File: src/include/imr_defs.svh
// imr_defs.svh: addresses, field positions and reset values of the mask and mute registers
// assumes: included by the package and the register bank
`ifndef IMR_DEFS_SVH
`define IMR_DEFS_SVH

`define IMR_ADDR_W        7
`define IMR_DATA_W        8
`define IMR_FLAG_W        7
`define IMR_ADDR_STATUS   7'h1c
`define IMR_ADDR_MASK     7'h1d
`define IMR_ADDR_MUTE     7'h1e
`define IMR_ADDR_IRQSTAT  7'h60
`define IMR_ADDR_IRQMASK  7'h61
`define IMR_MASK_RES      8'h08
`define IMR_MUTE_VALID    8'h26
`define IMR_MASK_RST      8'h00
`define IMR_MUTE_RST      8'h00
`define IMR_BIT_SILENCE   5
`define IMR_DEEMPH_LO     1
`define IMR_DEEMPH_HI     2
`define IMR_STAT_READ     0
`define IMR_STAT_MUTE     1
`define IMR_STAT_DEEMPH   2

`endif

File: src/include/imr_pkg.sv
// imr_pkg.sv: types shared by the mask and mute register bank
// assumes: imr_defs.svh on the include path
`include "imr_defs.svh"

package imr_pkg;

	// flags in status-register order: bits 7..4 tx/src, bits 2..0 rx (bit 3 left out)
	typedef struct packed {
		logic rate_conv_fault_flag;
		logic tx_chan_stat_xfer_flag;
		logic tx_user_buf_empty_flag;
		logic tx_chan_stat_sent_flag;
		logic rx_user_buf_new_flag;
		logic rx_chan_stat_block_flag;
		logic rx_fault_flag;
	} imr_flags_t;

	typedef enum logic [3:0] {
		IMR_DEEMPH_NONE = 4'h1,
		IMR_DEEMPH_32K  = 4'h2,
		IMR_DEEMPH_44K1 = 4'h4,
		IMR_DEEMPH_48K  = 4'h8
	} imr_deemph_t;

	typedef struct packed {
		logic [`IMR_DATA_W-1:0] mask;
		logic [`IMR_DATA_W-1:0] mute;
		logic [`IMR_FLAG_W-1:0] flags;
		logic [2:0]             own_stat;
		logic [2:0]             own_mask;
		logic [`IMR_DATA_W-1:0] rdata;
		logic                   irq;
		logic                   silence;
		imr_deemph_t            deemph;
		logic [1:0]             deemph_code;
		logic                   own_irq;
	} imr_state_t;

endpackage : imr_pkg

File: src/rtl/imr_regs.sv
// imr_regs.sv: interrupt mask register, transmitter tx_silence_and_deemph_select select register,
// the sticky flag bank they gate and a small own interrupt block
// assumes: one clock, synchronous reset, plain register port with read data one cycle later
//
// The plain strobed port was left to the implementer.
`include "imr_defs.svh"

// Functional notes
// - mask bit 6 passes the tx channel-status transfer flag when 1 and blocks it when 0.
// - mask bit 5 passes the tx user-bit buffer empty flag when 1 and blocks it when 0.
// - mask bit 4 passes the tx channel-status block sent flag when 1 and blocks it when 0.
// - mask bit 2 passes the rx user-bit buffer new block flag when 1 and blocks it when 0.
// - mask bit 1 passes the rx channel-status block flag when 1 and blocks it when 0.
// - mask bit 0 passes the rx error flag when 1 and blocks it when 0.
// - bits 2 and 1 of the mute register select the rate-converter input de-emphasis filter.
// - the select codes are 00 none, 01 for 32 kHz, 10 for 44.1 kHz and 11 for 48 kHz.
// - each status flag stays set once set until software reads the status register.
module imr_regs
	import imr_pkg::*;
(
	input  wire logic                   sys_clk_i,
	input  wire logic                   rst_i,
	input  wire logic [`IMR_ADDR_W-1:0] reg_addr_i,
	input  wire logic [`IMR_DATA_W-1:0] reg_wdata_i,
	input  wire logic                   reg_wr_i,
	input  wire logic                   reg_rd_i,
	input  wire imr_flags_t             flag_set_i,
	output logic      [`IMR_DATA_W-1:0] reg_rdata_o,
	output logic                        irq_o,
	output logic                        spdif_tx_silence_o,
	output imr_deemph_t                 rate_conv_deemph_sel_o,
	output logic      [1:0]             rate_conv_deemph_code_o,
	output logic                        own_irq_o
);

	// --------------------------------------------------------------
	// state
	// --------------------------------------------------------------
	imr_state_t st_r;
	imr_state_t st_nxt;

	logic [`IMR_FLAG_W-1:0] set_vec;
	logic [`IMR_FLAG_W-1:0] en_vec;
	logic [`IMR_DATA_W-1:0] stat_view;
	logic [`IMR_DATA_W-1:0] mask_new;
	logic [`IMR_DATA_W-1:0] mute_new;
	logic [2:0]             own_ev;
	logic                   status_rd;

	assign set_vec = flag_set_i;
	// status view places the seven flags around the unused bit 3
	assign stat_view = {st_r.flags[6:3], 1'b0, st_r.flags[2:0]};
	// mask bits line up with the flags, bit 3 excluded
	assign en_vec = {st_r.mask[7:4], st_r.mask[2:0]};
	assign status_rd = reg_rd_i && (reg_addr_i == `IMR_ADDR_STATUS);
	assign mask_new = reg_wdata_i & ~`IMR_MASK_RES;
	assign mute_new = reg_wdata_i & `IMR_MUTE_VALID;

	// --------------------------------------------------------------
	// next state
	// --------------------------------------------------------------
	always_comb begin
		st_nxt = st_r;
		st_nxt.rdata = '0;

		// register writes
		if (reg_wr_i) begin
			case (reg_addr_i)
				`IMR_ADDR_MASK: begin
					st_nxt.mask = mask_new;
				end
				`IMR_ADDR_MUTE: begin
					st_nxt.mute = mute_new;
				end
				`IMR_ADDR_IRQMASK: begin
					st_nxt.own_mask = reg_wdata_i[2:0];
				end
				default: begin
					st_nxt.mask = st_nxt.mask;
				end
			endcase
		end

		// register reads; unmapped addresses return zero
		if (reg_rd_i) begin
			case (reg_addr_i)
				`IMR_ADDR_STATUS: begin
					st_nxt.rdata = stat_view;
				end
				`IMR_ADDR_MASK: begin
					st_nxt.rdata = st_r.mask;
				end
				`IMR_ADDR_MUTE: begin
					st_nxt.rdata = st_r.mute;
				end
				`IMR_ADDR_IRQSTAT: begin
					st_nxt.rdata = {5'h00, st_r.own_stat};
				end
				`IMR_ADDR_IRQMASK: begin
					st_nxt.rdata = {5'h00, st_r.own_mask};
				end
				default: begin
					st_nxt.rdata = '0;
				end
			endcase
		end

		// sticky flags: a read clears, a new event in the same cycle wins
		if (status_rd) begin
			st_nxt.flags = set_vec;
		end else begin
			st_nxt.flags = st_r.flags | set_vec;
		end

		// interrupt request from enabled flags
		st_nxt.irq = |(st_nxt.flags & en_vec);

		// tx_silence_and_deemph_select outputs
		st_nxt.silence = st_nxt.mute[`IMR_BIT_SILENCE];
		st_nxt.deemph_code = st_nxt.mute[`IMR_DEEMPH_HI:`IMR_DEEMPH_LO];
		case (st_nxt.deemph_code)
			2'h0: begin
				st_nxt.deemph = IMR_DEEMPH_NONE;
			end
			2'h1: begin
				st_nxt.deemph = IMR_DEEMPH_32K;
			end
			2'h2: begin
				st_nxt.deemph = IMR_DEEMPH_44K1;
			end
			default: begin
				st_nxt.deemph = IMR_DEEMPH_48K;
			end
		endcase

		// own events: status read, silence change, de-emphasis change
		own_ev = '0;
		own_ev[`IMR_STAT_READ] = status_rd;
		own_ev[`IMR_STAT_MUTE] = st_nxt.silence != st_r.silence;
		own_ev[`IMR_STAT_DEEMPH] = st_nxt.deemph_code != st_r.deemph_code;
		st_nxt.own_stat = st_r.own_stat | own_ev;
		if (reg_wr_i && (reg_addr_i == `IMR_ADDR_IRQSTAT)) begin
			// write one to clear, set wins
			st_nxt.own_stat = (st_r.own_stat & ~reg_wdata_i[2:0]) | own_ev;
		end
		st_nxt.own_irq = |(st_nxt.own_stat & st_nxt.own_mask);
	end

	// --------------------------------------------------------------
	// registers
	// --------------------------------------------------------------
	always_ff @(posedge sys_clk_i) begin
		if (rst_i) begin
			st_r             <= '0;
			st_r.mask        <= `IMR_MASK_RST;
			st_r.mute        <= `IMR_MUTE_RST;
			st_r.deemph      <= IMR_DEEMPH_NONE;
		end else begin
			st_r <= st_nxt;
		end
	end

	assign reg_rdata_o             = st_r.rdata;
	assign irq_o                   = st_r.irq;
	assign spdif_tx_silence_o      = st_r.silence;
	assign rate_conv_deemph_sel_o  = st_r.deemph;
	assign rate_conv_deemph_code_o = st_r.deemph_code;
	assign own_irq_o               = st_r.own_irq;

endmodule : imr_regs

File: config.mk
export PLATFORM = sky130hd
export DESIGN_NAME = imr_regs
export DESIGN_NICKNAME = d
export VERILOG_FILES = /design/src/include/imr_pkg.sv /design/src/rtl/imr_regs.sv
export VERILOG_INCLUDE_DIRS = /design/src /design/src/include
export SDC_FILE = /design/constraint.sdc
export NUM_CORES = 1
export LEC_CHECK = 0
export ABC_AREA = 1
export BUFFER_PORTS_ARGS = -buffer_cell sky130_fd_sc_hd__buf_4
export CORE_ASPECT_RATIO = 0.5
export CORE_UTILIZATION = 57
export CTS_CLUSTER_DIAMETER = 150
export DETAILED_ROUTE_END_ITERATION = 8
export PLACE_DENSITY = 0.84
export SLEW_MARGIN = 0
export SYNTH_ARGS = -nofsm -noshare
export SYNTH_HDL_FRONTEND = slang
export SYNTH_SLANG_ARGS = --single-unit
File: constraint.sdc
create_clock -name sys_clk_i -period 4.7 [get_ports sys_clk_i]
set_clock_uncertainty 0.2 [all_clocks]
set_input_delay 1.41 -clock sys_clk_i [delete_from_list [all_inputs] [get_ports sys_clk_i]]
set_output_delay 1.41 -clock sys_clk_i [all_outputs]
set_load 0.1 [all_outputs]
=== After elaboration in Yosys (flattened, before gate mapping) ===
Index checks and enable logic that the tools add are counted.

* Equal/unequal tests: 9
* Mux-type cells: 8
* Bitwise operators: 8
* Reduce and logical (&&, ||, !) cells: 7

{| class="wikitable"
|+ Operators by type and width
! operator !! count
|-
| 8-bit case mux with 5 select lines || 1
|-
| 7-bit by 5-bit equality test with 1-bit output, second input constant || 3
|-
| 7-bit equality test, second input constant || 2
|-
| 6-bit 2-to-1 mux || 2
|-
| 4-bit case mux with 3 select lines || 1
|-
| 3-bit 2-to-1 mux || 3
|-
| 7-bit AND || 1
|-
| 7-bit 2-to-1 mux || 1
|-
| 7-bit bitwise OR || 1
|-
| 7-bit OR reduction || 1
|-
| 3-bit AND || 2
|-
| 3-bit bitwise OR || 2
|-
| 3-bit NOT || 1
|-
| 3-bit OR reduction || 1
|-
| 2-bit by 1-bit equality test with 1-bit output, second input constant || 1
|-
| 2-bit equality test, second input constant || 1
|-
| 1-bit logical AND || 2
|-
| 2-bit logical NOT || 1
|-
| 2-bit inequality test || 1
|-
| 2-bit AND reduction || 1
|-
| 2-bit OR reduction || 1
|-
| 1-bit inequality test || 1
|-
| 1-bit NOT || 1
|}

* Bits in registers: 40
* Bits of input ports: 26
* Output and inout port bits: 17
* Logic and storage cells: 43

=== Longest topological paths before layout ===
* Depth in word-level cells: 8
* Depth in mapped cells: 12
* Gate-level depth less buffers: 12

=== Least setup slack after synthesis ===
Ideal clock, no wire load.

* Path type: input-to-reg
* Start: input port reg_addr_i[5]
* End: register st_r, in the netlist irq_o
* Library setup time: 0.135 ns
* Arrival time: 2.255 ns
* Required time: 4.365 ns
* Path slack: 2.109 ns
* Stages on the path: 9
* Path buffers: 1
* Cells stage by stage: inv_1 nand3_2 nor2_2 buf_4 nand3_1 nand3_1 nand2_1 nor2_1 a21oi_1

* Longest elaborated chain between the ends: 5

{| class="wikitable"
|+ RTL lines
! element !! line !! text
|-
| start: declaration || imr_regs.sv:23 || <nowiki>input wire logic [`IMR_ADDR_W-1:0] reg_addr_i,</nowiki>
|-
| 7-bit by 5-bit equality test with 1-bit output || n/a ||
|-
| 1-bit logical AND || imr_regs.sv:55 || <nowiki>assign status_rd = reg_rd_i && (reg_addr_i == `IMR_ADDR_STATUS);</nowiki>
|-
| 7-bit 2-to-1 mux || imr_regs.sv:109 || <nowiki>if (status_rd) begin</nowiki>
|-
| 7-bit AND || imr_regs.sv:116 || <nowiki>st_nxt.irq = |(st_nxt.flags & en_vec);</nowiki>
|-
| 7-bit OR reduction || imr_regs.sv:116 ||
|-
| end signal: assignment || imr_regs.sv:159 || <nowiki>st_r <= st_nxt;</nowiki>
|-
| end: declaration || imr_regs.sv:39 || <nowiki>imr_state_t st_r;</nowiki>
|}

No other way between the ends.
A chain may end at the register's enable or synchronous reset.

=== Worst setup path in the final report ===
Ends and elaborated chain as after synthesis.

==> flow_metrics.py <==
metrics = {
    "yosys": {
        "ys_types": 28,
        "synth-edff-count": 0,
        "yosysSeqAreaShare": 0.398,
        "synth_top_area_cell": "dfxtp_1",
        "synth-main-ff-cell": "dfxtp_1",
        "ys_ff_latch": 36,
        "syn_avg_cell_area_um2": 7.04,
        "yosys-top-cells-area": "dfxtp_1 (40%), nand2_1 (13%), buf_4 (6.6%), nand3_1 (6.1%), nor2_1 (5.8%)",
        "synth_top_cell_area_share": 0.398,
        "synthArstFlopShare": 0,
        "syn-num-nets": 283,
        "syn_area_mm2": 0.00181,
        "yosysWarnings": 0,
        "synthCells": 257,
    },
    "sta": {
        "fin_crit_ns": 2.79,
        "finalSetupViolCount": 0,
        "finalMaxSlewViolations": 0,
        "slew_headroom": 0.629,
        "setup_tns_ns": 0,
        "finalHoldViolCount": 0,
        "period_share": 0.594,
        "worst_pin_slew_ns": 0.556,
        "rsz0062_at_grt": "false",
        "max_freq_mhz": 358,
    },
    "routing": {
        "drc": 0,
        "vias": 1712,
        "firstDrtPassIters": 4,
        "drt-total-wl_um": 4020,
        "antenna_left": 0,
        "avgRoutedWirePerCell_um": 12.4,
        "drt_iter0_markers": 108,
        "viasPerCell": 5.28,
    },
    "worst_setup_path": {
        "start_kind": "input port",
        "r2r_end": "own_irq_o$_SDFF_PP0_",
        "crit_family": "simple AND/OR/NAND/NOR gates",
        "reg2reg_depth": 5,
        "critPathArrivalTime_ns": 2.77,
        "cp_max_fo": 13,
        "slowest_stage": "nor2_2",
        "reg2reg_from": "st_r[31]$_SDFF_PP0_",
        "cpMostUsedCell": "nand3_1",
        "end_kind": "flop",
        "worst_path_largest_cell_delay_ns": 0.47,
        "worstSetupPathType": "input port to flop",
        "crit_chain": "buf_4 > inv_1 > nand3_2 > nor2_2 > nand3_1 > nand3_1 > nand2_1 > nor2_1 > a21oi_1",
        "required_ns": 4.68,
        "path_buf_inv": 2,
        "r2r_slack_ns": 3.51,
    },
    "power": {
        "p_per_area_mw_per_mm2": 301,
        "leakagePower_uw": 0.000975,
        "power_uw": 639,
        "seq_power_share": 0.489,
        "clockPowerShare": 0.423,
        "max-vdd-ir-drop_uv": 196,
        "comb_power_share": 0.089,
        "internal_power_uw": 488,
        "p_sw_uw": 151,
        "swShare": 0.237,
    },
    "floorplan": {
        "core_region_area_mm2": 0.00301,
        "die_h_um": 41.9,
        "die_width_um": 81.7,
        "initial_utilization": 0.601,
        "ios": 43,
        "rows": 14,
        "dieArea_mm2": 0.00342,
    },
    "min_path": {
        "hold_path_class": "flop to flop",
        "worstHoldPathCells": 2,
        "worstHoldStart": "st_r[25]$_SDFF_PP0_",
        "hold_end": "reg_rdata_o[2]$_SDFF_PP0_",
    },
    "global_route": {
        "track_usage": 0.265,
        "grt_pass1_wl_um": 6670,
        "grt_max_degree": 24,
        "first_global_vias": 1626,
        "grt_antenna_before_repair": 0,
        "grt_overflow_total": 0,
    },
    "layout": {
        "drive_above_1_share": 0.254,
        "area_growth_pct": 17.4,
        "fill_cells": 274,
        "diodes": 0,
        "nets": 309,
        "final_cell_mix": "nand2_1 (63), buf_4 (40), dfxtp_1 (36), nor2_1 (28), inv_1 (25)",
        "mostFrequentLayoutCell": "nand2_1",
    },
    "status": {
        "status": "completed",
    },
    "clock_tree": {
        "cts_setup_buffers": 0,
        "cts_tree": "built",
        "cts_sinks": 36,
        "htreeDepth": 2,
        "cts-root-buf": "clkbuf_8",
        "cts_hold_buffers": 0,
        "cts_buffers": 5,
        "cts.clk_slew.worst_paths_ns": 0.08,
        "cts_buffer_depth": 2,
        "cts_resized": 0,
        "clkLatencyLatePin_ns": 0.29,
    },
    "placed_design": {
        "dp_hpwl_um": 2830,
        "gp_congestion": 0.843,
        "port_buffers": 40,
    },
    "run": {
        "drv_cap": 0,
    },
}
-- worst register-to-register path, stage by stage (launching register included) --
cell	delay, ns
dfxtp_1	0.43
inv_1	0.07
nand4_1	0.11
nand2_1	0.08
o21ai_1	0.13
nand2_1	0.06
-- kinds of logic (layout without fill, tap and decap cells) --
kind of cell	after synthesis	in the layout	synth area share
DFF	36	36	0.398
other	1	1	0.00207
buffers and inverters	51	78	0.142
and+or+nand+nor	139	139	0.362
AOI/OAI and AO/OA	30	30	0.0954
-- through the flow --
step | setup slack (ns) | hold slack [ns] | cells | util | cell area (um2)
after CTS | 1.91 | 0.271 | 324 | 0.706 | 2130
after floorplan | 2.11 | 0.239 | 257 | - | 1810
after global routing | 1.73 | 0.292 | 324 | 0.706 | 2130
after global placement | 1.64 | 0.251 | 316 | 0.670 | 2020
final | 1.91 | 0.271 | 324 | 0.706 | 2130
after detailed placement | 1.62 | 0.261 | 316 | 0.670 | 2020
-- power groups by stage --
stage | registers [uW] | logic, uW | clock network [uW]
floorplan | 320 | 32.0 | 0
global placement | 319 | 54.2 | 0
detailed placement | 319 | 55.6 | 0
CTS | 312 | 56.3 | 274
global route | 313 | 61.9 | 287
finish | 312 | 56.9 | 270
-- cells in the mapped netlist (3+ instances only) --
cell,instances
o21ai_0,4
nand3_2,5
nor2_1,28
nand2_1,63
nand3_1,22
nor2_2,8
nand4_1,6
inv_1,25
o21ai_1,3
a21oi_1,17
dfxtp_1,36
buf_2,3
buf_4,16
inv_2,4
-- per-layer routing --
layer	wire length, um	global-route usage	vias up
met5	0	0	-
li1	-	-	860
met3	277	0.0725	13
met1	1780	0.327	770
met2	1880	0.427	69
met4	80	0.133	0
-- flip-flops by register name, indices dropped and copies added, names as in the netlist --
name / count
rate_conv_deemph_sel_o: 4
reg_rdata_o: 7
en_vec: 7
own_irq_o: 1
st_r: 16
irq_o: 1
-- worst max-delay path by stage --
stage / from / to / slack, ns / depth (start not counted)
finish: reg_addr_i[5] / irq_o$_SDFF_PP0_ / 1.91 / 9
global route: reg_addr_i[5] / irq_o$_SDFF_PP0_ / 1.73 / 9
CTS: reg_addr_i[5] / irq_o$_SDFF_PP0_ / 1.91 / 9
detailed placement: reg_addr_i[5] / irq_o$_SDFF_PP0_ / 1.62 / 9
global placement: reg_addr_i[5] / irq_o$_SDFF_PP0_ / 1.64 / 9
floorplan: reg_addr_i[5] / irq_o$_SDFF_PP0_ / 2.11 / 9
-- cell type report --
| cell class | instances | area, um2 | area share |
|---|---|---|---|
| multi-input cells | 170 | 832 | 0.391 |
| flip-flops and latches | 36 | 721 | 0.339 |
| repair buffers | 40 | 300 | 0.141 |
| inverters | 30 | 115 | 0.0541 |
| clock buffers | 6 | 72.6 | 0.0341 |
| well taps | 40 | 50.0 | 0.0235 |
| clock inverters | 2 | 35.0 | 0.0165 |
(Power assumes the default switching activity.)
